$ cat config.mk
export PLATFORM = sky130hd
export DESIGN_NAME = on_off_switch_cycle_controller
export DESIGN_NICKNAME = d
export VERILOG_FILES = /design/src/hw/switch_ctrl_pkg.sv /design/src/hw/cycle_oscillator.sv /design/src/hw/on_off_switch_cycle_controller.sv
export SDC_FILE = /design/constraint.sdc
export NUM_CORES = 1
export LEC_CHECK = 0
export ABC_AREA = 1
export BUFFER_PORTS_ARGS = -buffer_cell sky130_fd_sc_hd__buf_4
export CAP_MARGIN = 0
export CORE_UTILIZATION = 38
export CTS_BUF_LIST = sky130_fd_sc_hd__clkbuf_2
export DETAILED_ROUTE_END_ITERATION = 12
export PLACE_DENSITY_LB_ADDON = 0.12
export SYNTH_ARGS = -nofsm -noshare
export SYNTH_HDL_FRONTEND = slang
export SYNTH_SLANG_ARGS = --single-unit
export TNS_END_PERCENT = 50
$ cat constraint.sdc
create_clock -name sys_clk -period 4.2 [get_ports sys_clk]
set_clock_uncertainty 0.05 [all_clocks]
set_input_delay 0.21 -clock sys_clk [delete_from_list [all_inputs] [get_ports sys_clk]]
set_output_delay 0.21 -clock sys_clk [all_outputs]
set_load 0.02 [all_outputs]
$ cat src/hw/switch_ctrl_pkg.sv
// Shared constants and carrier types for the on/off switch cycle controller.
// Assumes a 100 MHz system clock; all times are turned into cycle counts here.
package switch_ctrl_pkg;

  // ----------------------------------------------------------------
  // Clock and oscillator timing
  // ----------------------------------------------------------------
  localparam int unsigned CLK_PERIOD_NS = 10;
  localparam int unsigned CLK_HZ = 100_000_000;
  localparam int unsigned OSC_HZ = 200_000;
  localparam int unsigned JITTER_PP_HZ = 16_000;
  localparam int unsigned JITTER_MOD_HZ = 1_500;

  localparam int unsigned PER_W = 10;
  localparam logic [PER_W-1:0] PERIOD_NOM = PER_W'(CLK_HZ / OSC_HZ);
  localparam logic [PER_W-1:0] PERIOD_FAST = PER_W'(CLK_HZ / (OSC_HZ + JITTER_PP_HZ / 2));
  localparam logic [PER_W-1:0] PERIOD_SLOW = PER_W'(CLK_HZ / (OSC_HZ - JITTER_PP_HZ / 2));
  localparam logic [PER_W-1:0] JIT_SPAN = PERIOD_SLOW - PERIOD_FAST;
  // Half a modulation period is shared out evenly over the span
  localparam int unsigned MOD_HALF_CYCLES = CLK_HZ / (2 * JITTER_MOD_HZ);
  localparam logic [15:0] JIT_STEP_CYCLES = 16'(MOD_HALF_CYCLES / JIT_SPAN);

  // ----------------------------------------------------------------
  // Duty window and blanking (least time rounds up, longest down)
  // ----------------------------------------------------------------
  localparam int unsigned MAX_DUTY_TIME_NS = 3250;
  localparam logic [PER_W-1:0] MAX_DUTY_CYCLES = PER_W'(MAX_DUTY_TIME_NS / CLK_PERIOD_NS);
  localparam int unsigned TURN_ON_BLANKING_TIME_NS = 220;
  localparam logic [5:0] TURN_ON_BLANKING_CYCLES =
    6'((TURN_ON_BLANKING_TIME_NS + CLK_PERIOD_NS - 1) / CLK_PERIOD_NS);

  // ----------------------------------------------------------------
  // Auto-restart, counted in nominal oscillator cycles
  // ----------------------------------------------------------------
  localparam int unsigned AR_W = 18;
  localparam int unsigned AR_ON_TIME_MS = 30;
  localparam int unsigned AR_OFF_TIME_MS = 650;
  localparam int unsigned AR_ON_CYCLES_NOM = AR_ON_TIME_MS * (OSC_HZ / 1000);
  localparam int unsigned AR_OFF_CYCLES_NOM = AR_OFF_TIME_MS * (OSC_HZ / 1000);

  // ----------------------------------------------------------------
  // Types
  // ----------------------------------------------------------------
  typedef enum logic [0:0] {
    AR_RUN = 1'b0,
    AR_OFF = 1'b1
  } restart_state_t;

  typedef struct packed {
    logic supply_low;
    logic supply_restored;
    logic temp_hot;
    logic temp_cooled;
  } protect_flags_t;

endpackage

$ cat src/hw/cycle_oscillator.sv
// Jittered cycle oscillator: one-cycle start pulse and max duty window.
// Assumes the system clock named in the package; no other timing source.
`timescale 1ns/1ps
`default_nettype none
module cycle_oscillator (
  input wire logic sys_clk,
  input wire logic reset_n,
  output logic cycle_start,
  output logic max_duty_window
);
  import switch_ctrl_pkg::*;

  logic [PER_W-1:0] cnt_q;
  logic [PER_W-1:0] period_q;
  logic [PER_W-1:0] tri_q;
  logic up_q;
  logic [15:0] mod_cnt_q;
  logic wrap;

  assign wrap = (cnt_q == period_q - PER_W'(1));

  // ----------------------------------------------------------------
  // Triangle modulation of the period
  // ----------------------------------------------------------------
  always_ff @(posedge sys_clk or negedge reset_n) begin
    if (!reset_n) begin
      mod_cnt_q <= 16'h0000;
      tri_q <= '0;
      up_q <= 1'b1;
    end else if (mod_cnt_q == JIT_STEP_CYCLES - 16'h0001) begin
      mod_cnt_q <= 16'h0000;
      if (up_q) begin
        tri_q <= tri_q + PER_W'(1);
        if (tri_q == JIT_SPAN - PER_W'(1)) up_q <= 1'b0;
      end else begin
        tri_q <= tri_q - PER_W'(1);
        if (tri_q == PER_W'(1)) up_q <= 1'b1;
      end
    end else begin
      mod_cnt_q <= mod_cnt_q + 16'h0001;
    end
  end

  // ----------------------------------------------------------------
  // Period counter
  // ----------------------------------------------------------------
  // New period taken only at wrap, so a cycle never changes length midway
  always_ff @(posedge sys_clk or negedge reset_n) begin
    if (!reset_n) begin
      cnt_q <= '0;
      period_q <= PERIOD_NOM;
    end else if (wrap) begin
      cnt_q <= '0;
      period_q <= PERIOD_FAST + tri_q;
    end else begin
      cnt_q <= cnt_q + PER_W'(1);
    end
  end

  always_ff @(posedge sys_clk or negedge reset_n) begin
    if (!reset_n) begin
      cycle_start <= 1'b0;
      max_duty_window <= 1'b0;
    end else begin
      cycle_start <= wrap;
      max_duty_window <= wrap || (cnt_q + PER_W'(1) < MAX_DUTY_CYCLES);
    end
  end

  chk_period_band: assert property (@(posedge sys_clk) disable iff (!reset_n)
    period_q >= PERIOD_FAST && period_q <= PERIOD_SLOW)
    else $error("oscillator period outside jitter band");
  chk_start_window: assert property (@(posedge sys_clk) disable iff (!reset_n)
    cycle_start |-> max_duty_window ##1 !cycle_start)
    else $error("cycle start without open duty window");

endmodule
`default_nettype wire

$ cat src/hw/on_off_switch_cycle_controller.sv
// On/off cycle-skipping controller for an integrated power switch.
// Assumes analog comparators deliver synchronous flags on the sys_clk domain.
//
// Overview of operation
// - Oscillator averages 200 kHz, start and window
// - Period jitters 16 kHz pp at 1.5 kHz
// - Feedback enable low when current above threshold
// - Cycle start samples enable, decides conduction
// - Enable changes ignored after cycle start
// - Current limit ends pulse for the cycle
// - Current limit ignored during turn-on blanking
// - Under-voltage lockout with separate hysteresis flags
// - Thermal shutdown until cooled flag shows
// - Restart counter cleared while feedback enables, outside the off phase
// - No enable for 30 ms disables 650 ms
// - Restart alternates until feedback resumes
// - Supply charging only while switch off
`timescale 1ns/1ps
`default_nettype none
module on_off_switch_cycle_controller #(
  parameter int unsigned AR_ON_CYCLES = switch_ctrl_pkg::AR_ON_CYCLES_NOM,
  parameter int unsigned AR_OFF_CYCLES = switch_ctrl_pkg::AR_OFF_CYCLES_NOM
) (
  input wire logic sys_clk,
  input wire logic reset_n,
  input wire logic feedback_over_threshold,
  input wire logic current_limit,
  input wire switch_ctrl_pkg::protect_flags_t prot_flags,
  output logic feedback_enable,
  output logic power_switch_on,
  output logic supply_charge_en,
  output logic max_duty_window,
  output logic undervoltage_lock,
  output logic thermal_lock,
  output logic restart_off
);
  import switch_ctrl_pkg::*;

  localparam logic [AR_W-1:0] AR_ON_LAST = AR_W'(AR_ON_CYCLES - 1);
  localparam logic [AR_W-1:0] AR_OFF_LAST = AR_W'(AR_OFF_CYCLES - 1);

  logic cycle_start;
  logic fb_en_q;
  logic gate_q;
  logic gate_d;
  logic charge_q;
  logic uv_lock_q;
  logic ot_lock_q;
  logic [5:0] blank_q;
  logic [AR_W-1:0] ar_cnt_q;
  restart_state_t ar_state_q;
  logic any_lock;
  logic start_ok;
  logic limit_hit;

  // ----------------------------------------------------------------
  // Oscillator
  // ----------------------------------------------------------------
  cycle_oscillator u_osc (
    .sys_clk(sys_clk),
    .reset_n(reset_n),
    .cycle_start(cycle_start),
    .max_duty_window(max_duty_window)
  );

  // ----------------------------------------------------------------
  // Feedback sense
  // ----------------------------------------------------------------
  always_ff @(posedge sys_clk or negedge reset_n) begin
    if (!reset_n) begin
      fb_en_q <= 1'b0;
    end else begin
      fb_en_q <= !feedback_over_threshold;
    end
  end

  // ----------------------------------------------------------------
  // Protection latches
  // ----------------------------------------------------------------
  // Locked out from power-on until the supply is seen restored
  always_ff @(posedge sys_clk or negedge reset_n) begin
    if (!reset_n) begin
      uv_lock_q <= 1'b1;
    end else if (prot_flags.supply_low) begin
      uv_lock_q <= 1'b1;
    end else if (prot_flags.supply_restored) begin
      uv_lock_q <= 1'b0;
    end
  end

  always_ff @(posedge sys_clk or negedge reset_n) begin
    if (!reset_n) begin
      ot_lock_q <= 1'b0;
    end else if (prot_flags.temp_hot) begin
      ot_lock_q <= 1'b1;
    end else if (prot_flags.temp_cooled) begin
      ot_lock_q <= 1'b0;
    end
  end

  // ----------------------------------------------------------------
  // Auto-restart
  // ----------------------------------------------------------------
  // The off phase runs its full length even if feedback returns meanwhile
  always_ff @(posedge sys_clk or negedge reset_n) begin
    if (!reset_n) begin
      ar_state_q <= AR_RUN;
      ar_cnt_q <= '0;
    end else begin
      unique case (ar_state_q)
        AR_RUN: begin
          if (fb_en_q) begin
            ar_cnt_q <= '0;
          end else if (cycle_start) begin
            if (ar_cnt_q == AR_ON_LAST) begin
              ar_state_q <= AR_OFF;
              ar_cnt_q <= '0;
            end else begin
              ar_cnt_q <= ar_cnt_q + AR_W'(1);
            end
          end
        end
        AR_OFF: begin
          if (cycle_start) begin
            if (ar_cnt_q == AR_OFF_LAST) begin
              ar_state_q <= AR_RUN;
              ar_cnt_q <= '0;
            end else begin
              ar_cnt_q <= ar_cnt_q + AR_W'(1);
            end
          end
        end
      endcase
    end
  end

  // ----------------------------------------------------------------
  // Switch gate
  // ----------------------------------------------------------------
  assign any_lock = uv_lock_q || ot_lock_q || (ar_state_q != AR_RUN);
  // Enable looked at only here, so later changes in the cycle have no effect
  assign start_ok = cycle_start && fb_en_q && !any_lock;
  assign limit_hit = current_limit && (blank_q == 6'h00);

  always_comb begin
    gate_d = gate_q;
    if (gate_q && (!max_duty_window || limit_hit || any_lock)) begin
      gate_d = 1'b0;
    end
    if (start_ok) begin
      gate_d = 1'b1;
    end
  end

  always_ff @(posedge sys_clk or negedge reset_n) begin
    if (!reset_n) begin
      gate_q <= 1'b0;
      charge_q <= 1'b1;
    end else begin
      gate_q <= gate_d;
      charge_q <= !gate_d;
    end
  end

  // Blanking restarts at each turn-on; spikes before it ends are ignored
  always_ff @(posedge sys_clk or negedge reset_n) begin
    if (!reset_n) begin
      blank_q <= 6'h00;
    end else if (start_ok) begin
      blank_q <= TURN_ON_BLANKING_CYCLES;
    end else if (blank_q != 6'h00) begin
      blank_q <= blank_q - 6'h01;
    end
  end

  assign feedback_enable = fb_en_q;
  assign power_switch_on = gate_q;
  assign supply_charge_en = charge_q;
  assign undervoltage_lock = uv_lock_q;
  assign thermal_lock = ot_lock_q;
  assign restart_off = (ar_state_q == AR_OFF);

  // ----------------------------------------------------------------
  // Checks
  // ----------------------------------------------------------------
  chk_fb_sense: assert property (@(posedge sys_clk) disable iff (!reset_n)
    feedback_over_threshold |=> !feedback_enable)
    else $error("feedback enable high above threshold");
  chk_start_on: assert property (@(posedge sys_clk) disable iff (!reset_n)
    start_ok |=> power_switch_on && !supply_charge_en)
    else $error("enabled cycle did not turn the switch on");
  chk_start_skip: assert property (@(posedge sys_clk) disable iff (!reset_n)
    cycle_start && !fb_en_q |=> !power_switch_on)
    else $error("disabled cycle turned the switch on");
  chk_no_midcycle_on: assert property (@(posedge sys_clk) disable iff (!reset_n)
    $rose(power_switch_on) |-> $past(cycle_start) && $past(fb_en_q))
    else $error("switch turned on outside cycle start");
  chk_window_end: assert property (@(posedge sys_clk) disable iff (!reset_n)
    power_switch_on && !max_duty_window |=> !power_switch_on)
    else $error("pulse ran past max duty window");
  chk_limit_off: assert property (@(posedge sys_clk) disable iff (!reset_n)
    power_switch_on && limit_hit && !cycle_start |=> !power_switch_on [*2])
    else $error("current limit did not end the pulse");
  chk_blank_hold: assert property (@(posedge sys_clk) disable iff (!reset_n)
    start_ok ##1 (current_limit && max_duty_window && !any_lock) [*3]
    |-> power_switch_on)
    else $error("current limit acted during blanking");
  chk_uv_lock: assert property (@(posedge sys_clk) disable iff (!reset_n)
    prot_flags.supply_low |=> undervoltage_lock ##1 !power_switch_on)
    else $error("under-voltage did not lock switching");
  chk_uv_hold: assert property (@(posedge sys_clk) disable iff (!reset_n)
    undervoltage_lock && !prot_flags.supply_restored |=> undervoltage_lock)
    else $error("under-voltage lock released early");
  chk_ot_lock: assert property (@(posedge sys_clk) disable iff (!reset_n)
    prot_flags.temp_hot |=> thermal_lock ##1 !power_switch_on)
    else $error("thermal flag did not stop switching");
  chk_ar_clear: assert property (@(posedge sys_clk) disable iff (!reset_n)
    fb_en_q && ar_state_q == AR_RUN |=> ar_cnt_q == '0)
    else $error("restart counter not cleared by feedback");
  chk_ar_enter: assert property (@(posedge sys_clk) disable iff (!reset_n)
    ar_state_q == AR_RUN && cycle_start && !fb_en_q && ar_cnt_q == AR_ON_LAST
    |=> restart_off ##1 !power_switch_on)
    else $error("restart off phase not entered");
  chk_ar_leave: assert property (@(posedge sys_clk) disable iff (!reset_n)
    ar_state_q == AR_OFF && cycle_start && ar_cnt_q == AR_OFF_LAST |=> !restart_off)
    else $error("restart off phase did not end");
  chk_charge: assert property (@(posedge sys_clk) disable iff (!reset_n)
    supply_charge_en != power_switch_on)
    else $error("charging while switch conducts");

  cov_pulse_window: cover property (@(posedge sys_clk) disable iff (!reset_n)
    power_switch_on ##1 !max_duty_window ##1 !power_switch_on);
  cov_pulse_limit: cover property (@(posedge sys_clk) disable iff (!reset_n)
    power_switch_on && limit_hit && max_duty_window);
  cov_restart: cover property (@(posedge sys_clk) disable iff (!reset_n)
    $fell(restart_off));

endmodule
`default_nettype wire

======== After elaboration in Yosys (flattened, before gate mapping) ========
Index checks and enable logic that the tools add are counted.
word-level totals
  output and inout bits ................... 7
  input port bits ......................... 8
  logic and storage cells ................. 78
  flip-flop bits (word level) ............. 79
cells by class
  bitwise logic cells ..................... 1
  muxes and demuxes ....................... 26
  add/subtract/negate cells ............... 8
  reductions and logical operators ........ 19
  $lt $le $gt $ge ......................... 1
  eq/ne operators ......................... 8
operator list
  operator                                               number
  2-to-1 mux 18 bit                                      5
  one-hot mux 18 bit (2 select lines)                    1
  adder 10 x 1 -> 10 bit, second input constant          2
  2-to-1 mux 10 bit                                      2
  subtractor 10 x 1 -> 10 bit, second input constant     2
  adder 18 x 1 -> 18 bit, second input constant          1
  equality test 18 x 13 -> 1 bit, second input constant  1
  equality test 18 x 17 -> 1 bit, second input constant  1
  adder 16 x 1 -> 16 bit, second input constant          1
  equality test 16 x 10 -> 1 bit, second input constant  1
  2-to-1 mux 16 bit                                      1
  2-to-1 mux 1 bit                                       14
  2-to-1 mux 6 bit                                       2
  adder 9 x 10 -> 10 bit, first input constant           1
  equality test 10 x 1 -> 1 bit, second input constant   1
  equality test 10 bit                                   1
  equality test 10 x 6 -> 1 bit, second input constant   1
  < comparator 10 x 9 -> 1 bit, second input constant    1
  zero test 6 bit                                        1
  nonzero test 2 bit                                     3
  nonzero test 6 bit                                     1
  subtractor 6 x 1 -> 6 bit, second input constant       1
  logical OR 1 bit                                       5
  logical AND 1 bit                                      4
  other kinds (6)                                        9

======== Longest topological paths before layout ========
Gate-level depths: netlist of the first run.
  word-level depth ........................ 8
  depth in mapped cells ................... 13
  mapped depth without buffers ............ 13

======== Cells and area by module ========
A second synthesis of the first run with hierarchy kept.
unflattened totals
  cell total of the unflattened synthesis .. 689
  area, all modules ....................... 5122.4 sq um
by module, submodules not included
  module                          area each (sq um)  seq. area each (sq um)  instances  cells each
  cycle_oscillator                3340.7             1234.9                  1          448
  on_off_switch_cycle_controller  1781.7             753.2                   1          241

======== Least setup slack after synthesis of the first run ========
OpenSTA, ideal clock, no wires.
  path type ............................... register -> register
  start ................................... register u_osc.period_q[0]
  end ..................................... register u_osc.cnt_q[7]
  required time ........................... 4.027 ns
  cell stages (with the launch flop) ...... 12
  arrival ................................. 1.635 ns
  slack ................................... 2.392 ns
  clock period less this slack ............ 1.808 ns
  library setup time ...................... 0.123 ns
  buffers on the path ..................... 0
  cells stage by stage .................... dfrtp_1 inv_1 ha_1 nand2_2 nor2_2 nand2_1 nand3_1 nand2_1 nor2_4 nand2_4 inv_6 nor2_1
on the way
  longest elaborated chain between the ends .. 3
RTL lines
  element                      line                    text
  from (decl)                  cycle_oscillator.sv:14  logic [PER_W-1:0] period_q;
  from (signal assigned)       cycle_oscillator.sv:54  period_q <= PERIOD_FAST + tri_q;
  subtractor 10 x 1 -> 10 bit  cycle_oscillator.sv:20  assign wrap = (cnt_q == period_q - PER_W'(1));
  equality test 10 bit         cycle_oscillator.sv:20
  named net u_osc.wrap         cycle_oscillator.sv:18  logic wrap;
  2-to-1 mux 10 bit            cycle_oscillator.sv:52  end else if (wrap) begin
  to (signal assigned)         cycle_oscillator.sv:56  cnt_q <= cnt_q + PER_W'(1);
  to (decl)                    cycle_oscillator.sv:13  logic [PER_W-1:0] cnt_q;
The timed path passes the listed nets, and every way through them passes these cells.
A chain may end at the register's enable or synchronous reset.

======== Worst setup path after layout of the first run ========
  start ................................... register u_osc.period_q[0]
  end ..................................... register u_osc.cnt_q[2]
The elaborated chain is that of the path after synthesis.

==> results.json, run 1 <==
{
  "path_depth": 11,
  "synth-main-ff-cell": "dfrtp_1",
  "cts_made_buffers": 9,
  "wirelength_mm": 10.1,
  "path_common_cell": "nand2_1",
  "crit_type": "reg -> reg",
  "initial_utilization_pct": 39.7,
  "drc": 0,
  "place_hpwl_mm": 7.47,
  "cts_setup_buffers": 0,
  "critPathTopFamily": "simple AND/OR/NAND/NOR gates",
  "clock-root-buffer": "clkbuf_2",
  "vias_per_cell": 4.74,
  "synthArstFlopShare_pct": 100,
  "crit_buf_inv": 2,
  "nets": 704,
  "avgSynthCellArea_um2": 7.39,
  "avgRoutedWirePerCell_um": 11.8,
  "grt_max_degree": 80,
  "syn_inst": 656,
  "core_um2": 12200,
  "ys_seq_area_share_pct": 41.0,
  "rsz0062_at_grt": "false",
  "synthesis.area_um2": 4850,
  "clockBufferDepth": 2,
  "grt_antenna_before_repair": 1,
  "yosys_warnings": 0,
  "io_pins": 15,
  "crit_path_start_kind": "flop",
  "setup_viol": 0,
  "h-tree-depth": 3,
  "grtUsageTotal_pct": 17.4,
  "grt_first_pass_wirelength_mm": 18.0,
  "pre_cts_ws_ns": 1.99,
  "tns_ns": 0,
  "worstPathRequired_ns": 4.63,
  "grt_overflow": 0,
  "post_synth_num_cell_types": 39,
  "syn_nets": 676,
  "slew_viol_final": 0,
  "synth-edff-count": 0,
  "clock_latency_ns": 0.56,
  "detail-route-antenna-nets": 0,
  "clk_pin_slew_worst_paths_ns": 0.23,
  "r2r_end": "u_osc.cnt_q[2]$_DFF_PN0_",
  "vias": 4064,
  "finalCritPeriodShare_pct": 52.7,
  "status": "complete, no violations",
  "fmax_mhz": 452,
  "reg2reg_from": "u_osc.period_q[0]$_DFFE_PN0N_",
  "cts.sinks": 79,
  "die_area_um2": 13200,
  "cts_tree": "done",
  "worst_hold_path_type": "in -> async",
  "power.leakage_nw": 2.80,
  "ir_worst_vdd_mv": 0.148,
  "rows": 40,
  "holdWs_ns": 0.240,
  "ys_ff_latch": 79,
  "crit_fanout": 11,
  "cpPeakStageDelay_ns": 0.44,
  "drt_iter0_drc": 182,
  "fp.dieW_um": 115,
  "syn2layout_area_growth_pct": 10.1,
  "power.density_nw_per_um2": 242,
  "maxCapViolations": 0,
  "crit_slowest_cell": "dfrtp_1",
  "r2r_cells": 11,
  "grt_pass1_vias": 3914,
  "die_h_um": 115,
  "drive_gt1_share_pct": 10.7,
  "worst_slew_margin_rel_pct": 33.6,
  "reg2reg_setup_slack_ns": 1.99,
  "gp_congestion": 0.861,
  "dr.pass1.iters": 5,
  "cp.arrival_ns": 2.64,
  "tightest_slew_ns": 0.996,
  "cts_resized": 0,
  "cp-end-kind": "flop",
  "setup_ws_ns": 1.99,
  "numPortBuffers": 14,
  "path_cells": "inv_1, ha_1, nand2_2, nor2_2, nand2_1, nand3_1, nand2_1, nor2_4, nand2_4, inv_6, nor2_1",
  "finalHoldViolations": 0,
  "period_minus_slack_ns": 2.21
}
[synth_stat cells, types with 2 or more instances]
| master | n | area share [%] |
|---|---|---|
| xnor2_1 | 11 | 2.0 |
| ha_1 | 12 | 3.1 |
| o21bai_1 | 3 | 0.46 |
| dfstp_2 | 9 | 4.9 |
| nand2_1 | 148 | 11 |
| nor3_1 | 9 | 0.93 |
| a21oi_1 | 11 | 1.1 |
| nand3_1 | 61 | 6.3 |
| nand4_2 | 2 | 0.52 |
| nor2_4 | 3 | 0.70 |
| nor4_1 | 4 | 0.52 |
| buf_6 | 2 | 0.46 |
| o21a_1 | 3 | 0.46 |
| xor2_1 | 25 | 4.5 |
| o31ai_1 | 2 | 0.31 |
| nand2_2 | 7 | 0.90 |
| a31oi_1 | 3 | 0.39 |
| nand2_4 | 2 | 0.46 |
| dfrtp_1 | 70 | 36 |
| nor2_1 | 82 | 6.3 |
| nor2_2 | 11 | 1.4 |
| nand3b_1 | 2 | 0.31 |
| or2_2 | 4 | 0.52 |
| inv_2 | 2 | 0.15 |
| o21ai_0 | 26 | 2.7 |
| nand4_1 | 19 | 2.5 |
| o21ai_1 | 2 | 0.21 |
| inv_1 | 110 | 8.5 |
[cells by family after synthesis]
| family | after synthesis | synth area share, % |
|---|---|---|
| and+or+nand+nor | 357 | 33.3 |
| AOI/OAI and AO/OA | 52 | 6.04 |
| DFF | 79 | 41.0 |
| adders and majority gates | 12 | 3.10 |
| buffers and inverters | 119 | 9.73 |
| xor gates and xnor gates | 37 | 6.84 |
[metrics by stage]
| stage | cells | utilization [%] | total power, mW | cell area (µm²) |
|---|---|---|---|---|
| global placement | 834 | 42.0 | 0.830 | 5130 |
| finish | 858 | 43.7 | 1.29 | 5340 |
| global route | 858 | 43.7 | 1.36 | 5340 |
| detailed placement | 834 | 42.0 | 0.831 | 5130 |
| CTS | 857 | 43.7 | 1.32 | 5340 |
| floorplan | 656 | - | 0.803 | 4850 |
[report_power, final]
group	total [mW]	leakage [nW]	switching, mW	internal (mW)
Combinational	0.0493	1.70	0.0314	0.0179
Sequential	0.773	1.03	0.00417	0.768
Clock	0.469	0.0796	0.272	0.197
Total	1.29	2.80	0.307	0.983
[worst max path at each step]
| stage | startpoint | slack [ns] | endpoint |
|---|---|---|---|
| final | u_osc.period_q[0]$_DFFE_PN0N_ | 1.99 | u_osc.cnt_q[2]$_DFF_PN0_ |
| after floorplan | u_osc.period_q[0]$_DFFE_PN0N_ | 2.39 | u_osc.cnt_q[7]$_DFF_PN0_ |
| after global routing | u_osc.period_q[0]$_DFFE_PN0N_ | 1.71 | u_osc.cnt_q[2]$_DFF_PN0_ |
| after detailed placement | u_osc.period_q[0]$_DFFE_PN0N_ | 1.99 | u_osc.cnt_q[7]$_DFF_PN0_ |
| after CTS | u_osc.period_q[0]$_DFFE_PN0N_ | 1.97 | u_osc.cnt_q[7]$_DFF_PN0_ |
| after global placement | u_osc.period_q[0]$_DFFE_PN0N_ | 2.07 | u_osc.cnt_q[7]$_DFF_PN0_ |
[state kept, by name (all words and copies together), names as in the netlist, 6 cells and up]
name             count
blank_q              6
u_osc.cnt_q         10
u_osc.mod_cnt_q     16
u_osc.tri_q         10
u_osc.period_q      10
ar_cnt_q            18
[area by class of cell]
cell class	count	area, µm²
Sequential cell	79	1990
Inverter	114	433
Multi-Input combinational cell	458	2390
Fill cell	1304	6870
Clock buffer	10	50.0
Tap cell	168	210
Antenna cell	1	2.50
Clock inverter	6	85.1
Timing Repair Buffer	22	183
[timing repair]
action / 4_1_cts / 5_1_grt
endpoints found under the setup margin: 0 / 0
hold endpoints to repair: 75 / 0
hold buffers: 7 / 0
[layer usage]
metal	global-route usage [%]	up-vias	wire [µm]
li1	-	2122	-
met1	22.1	1895	5030
met3	4.01	11	235
met2	28.9	36	4670
met5	0	-	0
met4	6.23	0	155
[layout by cell type (no fill, tap or decap), types with 2 or more instances in the layout]
| master | count |
|---|---|
| o21ai_0 | 26 |
| o21ai_1 | 2 |
| o21bai_1 | 3 |
| inv_2 | 2 |
| a31oi_1 | 3 |
| nand2_1 | 148 |
| clkbuf_2 | 10 |
| xnor2_1 | 11 |
| dfrtp_1 | 70 |
| buf_4 | 15 |
| o31ai_1 | 2 |
| nand4_1 | 19 |
| nand2_4 | 2 |
| clkinv_1 | 2 |
| nor4_1 | 4 |
| inv_1 | 110 |
| nand4_2 | 2 |
| nor2_2 | 11 |
| o21a_1 | 3 |
| nand3_1 | 61 |
| xor2_1 | 25 |
| bufinv_16 | 2 |
| dlygate4sd3_1 | 7 |
| dfstp_2 | 9 |
| nor3_1 | 9 |
| or2_2 | 4 |
| nand3b_1 | 2 |
| ha_1 | 12 |
| nor2_1 | 82 |
| nor2_4 | 3 |
| nand2_2 | 7 |
| a21oi_1 | 11 |
No activity file was read; power rests on OpenSTA's default activity.
==> run 2: changes to the inputs <==
ABC_AREA = 0   (was 1)
clock period = 2 ns   (was 4.2 ns; I/O delays follow)
==> run 2 against run 1 <==
  * The run now ends with negative setup slack left
  * Sequential cell count is the same
  * Routed wire length fell by 11%
  * Hold slack got worse by 0.096 ns
  * Register-to-register slack got worse by 2.4 ns
  * Core utilization up 4.4 points
  * Combinational power increased by 99%
  * First-iteration DRC count decreased by 14%
  * Largest cell class unchanged
==> results.json, run 2 <==
{
  "grtUsageMet1_pct": 21.4,
  "crit_path_start_kind": "flop",
  "post-route-util_pct": 48.1,
  "clock_latency_ns": 0.57,
  "power.leakage_nw": 2.32,
  "ys_ff_latch": 79,
  "synthArstFlopShare_pct": 100,
  "gp_congestion": 0.776,
  "vias": 3339,
  "yosysMostFrequentCell": "dfrtp_1",
  "ir_worst_vdd_mv": 0.620,
  "vias_per_cell": 5.17,
  "whs_path_depth": 3,
  "synth-xor-area-share_pct": 13.1,
  "synth-main-ff-cell": "dfrtp_1",
  "die_area_um2": 11800,
  "power.density_nw_per_um2": 512,
  "maxCapViolations": 0,
  "violations": "negative setup slack",
  "syn_inst": 436,
  "cp.arrival_ns": 2.85,
  "finalCritPeriodShare_pct": 120,
  "largest_register": "ar_cnt_q",
  "antenna_cells": 0,
  "clockBufferDepth": 2,
  "grt_max_degree": 53,
  "crit_type": "reg -> reg",
  "grtUsageTotal_pct": 17.1,
  "dr.pass1.iters": 4,
  "period_minus_slack_ns": 2.40,
  "place_hpwl_mm": 6.03,
  "syn_nets": 456,
  "synth_common_cells": "dfrtp_1, nor2_1, xnor2_1, nand2_1, nand3_1",
  "slew_viol_final": 0,
  "clk_pin_slew_worst_paths_ns": 0.21,
  "pre_cts_ws_ns": -0.407,
  "r2r_end": "u_osc.period_q[2]$_DFFE_PN1N_",
  "setup_viol": 21,
  "r2r_cells": 7,
  "grt_pass1_vias": 3307,
  "cts_made_buffers": 9,
  "drive_gt1_share_pct": 23.9,
  "reg2reg_from": "u_osc.period_q[0]$_DFFE_PN0N_",
  "status": "complete, but fails checks",
  "nets": 521,
  "yosys-mux-area-fraction_pct": 3.30,
  "clock-root-buffer": "clkbuf_2",
  "synthesis.area_um2": 4330,
  "synth-compound-area-share_pct": 7.43,
  "yosys_warnings": 0,
  "worstPathRequired_ns": 2.45,
  "crit_slowest_cell": "dfrtp_1",
  "netlist.area_leader.share_pct": 40.5,
  "worst_slew_margin_rel_pct": 63.0,
  "holdCritStartpoint": "feedback_over_threshold",
  "yosys.area.top_type": "dfrtp_1",
  "drt_iter0_drc": 156,
  "top_regs": "ar_cnt_q x18, u_osc.mod_cnt_q x16",
  "post_synth_num_cell_types": 56,
  "synth-edff-count": 0,
  "rows": 38,
  "finalHoldViolations": 0,
  "holdPathEnd": "feedback_enable$_DFF_PN0_",
  "layout_common_cells": "dfrtp_1, buf_4, nor2_1",
  "ys_seq_area_share_pct": 46.0,
  "avgRoutedWirePerCell_um": 14.0,
  "worst_hold_path_type": "in -> reg",
  "avgSynthCellArea_um2": 9.92,
  "grt_overflow": 0,
  "cts_tree": "done",
  "crit_fanout": 6,
  "fmax_mhz": 417,
  "fillers": 1053,
  "die_h_um": 109,
  "numPortBuffers": 14,
  "setup_ws_ns": -0.397,
  "synth_fa_ha_area_share_pct": 3.47,
  "path_cells": "inv_2, ha_4, or3b_4, or3_4, a211oi_4, o211a_4, mux2_2",
  "syn2layout_area_growth_pct": 22.2,
  "gr-usage-met3_pct": 5.38,
  "grt-busiest-layer": "met2",
  "rsz0062_at_grt": "true",
  "fp.dieW_um": 109,
  "drc": 0,
  "reg2reg_setup_slack_ns": -0.40,
  "wirelength_mm": 9.03,
  "synth_area_leaders": "dfrtp_1, xnor2_1, dfstp_2",
  "final_common_cell": "dfrtp_1",
  "holdWs_ns": 0.144,
  "tightest_slew_ns": 0.549,
  "cpPeakStageDelay_ns": 0.45,
  "cts.sinks": 79,
  "met2_usage_pct": 28.4,
  "detail-route-antenna-nets": 0,
  "grt_first_pass_wirelength_mm": 15.6,
  "largest_reg_flops": 18,
  "worstSetupStartpoint": "u_osc.period_q[0]$_DFFE_PN0N_",
  "core_um2": 11000,
  "cp-end-kind": "flop",
  "io_pins": 15,
  "grt_antenna_before_repair": 0,
  "h-tree-depth": 3,
  "initial_utilization_pct": 39.4,
  "synthSimpleGateAreaFrac_pct": 22.6,
  "synth_top_family_by_area": "simple AND/OR/NAND/NOR gates"
}
==> run 2: cells by family after synthesis <==
logic type | count (synthesis)
AOI/OAI and AO/OA | 45
muxes | 11
adders and majority gates | 12
buffers and inverters | 40
and+or+nand+nor | 186
xor gates and xnor gates | 63
DFF | 79
==> run 2: worst max-delay path by stage <==
| stage | endpoint | slack (ns) | depth (start not counted) |
|---|---|---|---|
| 2_1_floorplan | u_osc.period_q[3]$_DFFE_PN0N_ | -0.39 | 7 |
| 3_3_place_gp | u_osc.period_q[9]$_DFFE_PN0N_ | -0.36 | 7 |
| 3_5_place_dp | u_osc.period_q[2]$_DFFE_PN1N_ | -0.41 | 7 |
| 4_1_cts | u_osc.period_q[6]$_DFFE_PN1N_ | -0.39 | 8 |
| 5_1_grt | u_osc.period_q[9]$_DFFE_PN0N_ | -0.46 | 7 |
| 6_report | u_osc.period_q[2]$_DFFE_PN1N_ | -0.40 | 7 |
==> run 2: per-layer routing <==
layer | part of all wire (%) | routed length, µm | up-vias
li1 | - | - | 1649
met1 | 48 | 4310 | 1632
met2 | 48 | 4330 | 46
met3 | 3.2 | 291 | 12
met4 | 1.2 | 106 | 0
met5 | 0 | 0 | -
==> run 2: worst max-delay path: cells and delay by family (launching register included) <==
kind,cells,cell delay (ns)
and+or+nand+nor,2,0.76
AOI/OAI and AO/OA,2,0.54
DFF,1,0.45
muxes,1,0.35
adders and majority gates,1,0.13
buffers and inverters,1,0.09
==> run 2: per-stage QoR <==
step	area [µm²]	instances	total power, mW	setup TNS [ns]
2_1_floorplan	4340	436	1.65	-5.23
3_3_place_gp	4830	611	1.72	-6.88
3_5_place_dp	4830	611	1.72	-7.92
4_1_cts	5220	643	2.76	-7.14
5_1_grt	5290	646	2.83	-8.62
6_report	5290	646	2.70	-6.90
==> run 2: timing repair <==
item | 4_1_cts | 5_1_grt
endpoints found under the hold margin | 79 | 0
setup endpoints to repair | 22 | 41
gates cloned | 2 | 0
resized for setup | 17 | 11
hold buffers | 9 | 0
pin swaps | 3 | 4
setup buffers | 5 | 3
==> run 2: layout make-up <==
cell class | instances | area, µm² | area share (%)
clock buffer | 10 | 50.0 | 0.947
clock inverter | 6 | 85.1 | 1.61
inverter | 21 | 78.8 | 1.49
multi-input combinational | 318 | 2290 | 43.3
sequential | 79 | 1990 | 37.6
tap | 140 | 175 | 3.31
timing repair buffer | 72 | 617 | 11.7
==> run 2: power by group <==
group | internal (mW) | leakage (nW) | switching (mW)
Sequential | 1.61 | 1.03 | 0.00266
Combinational | 0.0409 | 1.21 | 0.0573
Clock | 0.413 | 0.0779 | 0.584
==> run 3: changes to the inputs <==
PLACE_DENSITY = 0.58   (was unset)
PLACE_DENSITY_LB_ADDON = unset   (was 0.12)
==> run 3 against run 2 <==
  * The flow still finishes with violations (negative setup slack)
  * Critical path depth did not move
  * Largest cell class unchanged
  * Largest power group unchanged
  * Clock power down 21%
  * Cell count shrank 1.2%
  * Critical path type unchanged
  * Maximum frequency shrank 0.39%
==> results.json, run 3 (synthesized netlist as in run 2, its figures left out) <==
{
  "final_common_cell": "dfrtp_1",
  "largest_reg_flops": 18,
  "period_minus_slack_ns": 2.41,
  "grt_antenna_before_repair": 0,
  "cpPeakStageDelay_ns": 0.44,
  "h-tree-depth": 3,
  "reg2reg_setup_slack_ns": -0.41,
  "ir_worst_vdd_mv": 0.282,
  "cts.sinks": 79,
  "fp.dieW_um": 109,
  "fillers": 1049,
  "crit_type": "reg -> reg",
  "finalHoldViolations": 0,
  "crit_slowest_cell": "dfrtp_1",
  "dr.pass1.iters": 4,
  "setup_viol": 21,
  "worstPathRequired_ns": 2.41,
  "place_hpwl_mm": 5.98,
  "rsz0062_at_grt": "true",
  "ff_latch_area_um2": 1990,
  "vias": 3266,
  "status": "complete, but fails checks",
  "drt_iter0_drc": 134,
  "layout_common_cells": "dfrtp_1, buf_4, nor2_1",
  "reg2reg_from": "u_osc.period_q[0]$_DFFE_PN0N_",
  "path_depth": 7,
  "tightest_slew_ns": 0.569,
  "cp.arrival_ns": 2.81,
  "holdWs_ns": 0.0279,
  "r2r_cells": 7,
  "worst_slew_margin_rel_pct": 62.1,
  "setup_ws_ns": -0.406,
  "worstSetupStartpoint": "u_osc.period_q[0]$_DFFE_PN0N_",
  "cts_tree": "done",
  "die_area_um2": 11800,
  "cts_made_buffers": 9,
  "path_cells": "inv_2, ha_4, or3b_4, or3_4, a211oi_4, o211a_4, mux2_2",
  "antenna_cells": 0,
  "rows": 38,
  "post-place-cells": 611,
  "slew_viol_final": 0,
  "clockBufferDepth": 2,
  "core_um2": 11000,
  "top_regs": "ar_cnt_q x18, u_osc.mod_cnt_q x16",
  "worst_hold_path_type": "in -> async",
  "cp-end-kind": "flop",
  "vias_per_cell": 5.12,
  "avgRoutedWirePerCell_um": 13.4,
  "grt_first_pass_wirelength_mm": 14.7,
  "nets": 513,
  "io_pins": 15,
  "fmax_mhz": 416,
  "initial_utilization_pct": 39.4,
  "grt_overflow": 0,
  "clk_pin_slew_worst_paths_ns": 0.19,
  "clock_latency_ns": 0.52,
  "power.density_nw_per_um2": 481,
  "instances_no_fill": 638,
  "critPathTopFamily": "simple AND/OR/NAND/NOR gates",
  "clock-root-buffer": "clkbuf_2",
  "largest_register": "ar_cnt_q",
  "multiInputGateArea_um2": 2290,
  "r2r_end": "u_osc.period_q[2]$_DFFE_PN1N_",
  "gp_congestion": 0.793,
  "finalCritPeriodShare_pct": 120,
  "die_h_um": 109,
  "crit_buf_inv": 1,
  "violations": "negative setup slack",
  "numPortBuffers": 14,
  "pre_cts_ws_ns": -0.409,
  "wirelength_mm": 8.56,
  "power_mw": 2.48,
  "maxCapViolations": 0,
  "crit_fanout": 6,
  "crit_path_start_kind": "flop",
  "power.leakage_nw": 2.27,
  "grt_max_degree": 46,
  "grt_pass1_vias": 3198,
  "detail-route-antenna-nets": 0,
  "cp-endpoint": "u_osc.period_q[2]$_DFFE_PN1N_",
  "drc": 0,
  "drive_gt1_share_pct": 22.1,
  "syn2layout_area_growth_pct": 19.4,
  "grtUsageTotal_pct": 16.0
}
run 3: changes by cell type in the layout (fill, tap and decap cells not counted), moves of 2 or more:
| cell | previous run | this run |
|---|---|---|
| buf_4 | 59 | 53 |
| clkinv_1 | 0 | 5 |
| nor2_2 | 0 | 4 |
| nor2_4 | 4 | 1 |
| buf_12 | 2 | 0 |
| clkinvlp_4 | 2 | 0 |
run 3: worst min path at each step:
stage / start / end / slack (ns)
6_report: reset_n / blank_q[2]$_DFFE_PN0P_ / 0.03
5_1_grt: reset_n / blank_q[2]$_DFFE_PN0P_ / 0.02
4_1_cts: reset_n / u_osc.period_q[3]$_DFFE_PN0N_ / 0.001
3_5_place_dp: reset_n / blank_q[2]$_DFFE_PN0P_ / 0.08
3_3_place_gp: reset_n / blank_q[3]$_DFFE_PN0P_ / 0.08
2_1_floorplan: reset_n / ar_cnt_q[0]$_DFFE_PN0P_ / -0.25
run 3: final cells by class:
type / instances / share of cell area [%]
Inverter: 21 / 1.53
Clock inverter: 7 / 1.04
Sequential cell: 79 / 38.5
Timing Repair Buffer: 64 / 10.3
Clock buffer: 9 / 0.872
Multi-Input combinational cell: 318 / 44.3
Tap cell: 140 / 3.39
run 3: power by group:
part           total [mW]  leakage (nW)  internal (mW)  switching (mW)
Sequential           1.61          1.03           1.61         0.00238
Combinational      0.0908          1.18         0.0360          0.0548
Clock               0.786        0.0633          0.267           0.519
run 3: timing repair:
item	in CTS	in global routing
gates cloned	2	0
endpoints found under the setup margin	22	40
endpoints found under the hold margin	84	0
buffers inserted	1	1
pin swaps	7	2
hold buffers	7	0
gates resized for setup	14	13
run 3: per-stage QoR:
stage,area (µm²),util (%),setup TNS (ns)
finish,5160,47.0,-6.87
global route,5160,47.0,-9.44
CTS,5100,46.4,-7.26
detailed placement,4820,43.9,-7.80
global placement,4820,43.9,-6.71
floorplan,4340,-,-5.23
run 3: per-layer routing:
| metal | vias up | track usage (%) | wire length (µm) |
|---|---|---|---|
| li1 | 1634 | - | - |
| met2 | 44 | 26.5 | 3990 |
| met4 | 0 | 5.02 | 107 |
| met3 | 8 | 3.65 | 246 |
| met1 | 1580 | 20.6 | 4210 |
| met5 | - | 0 | 0 |
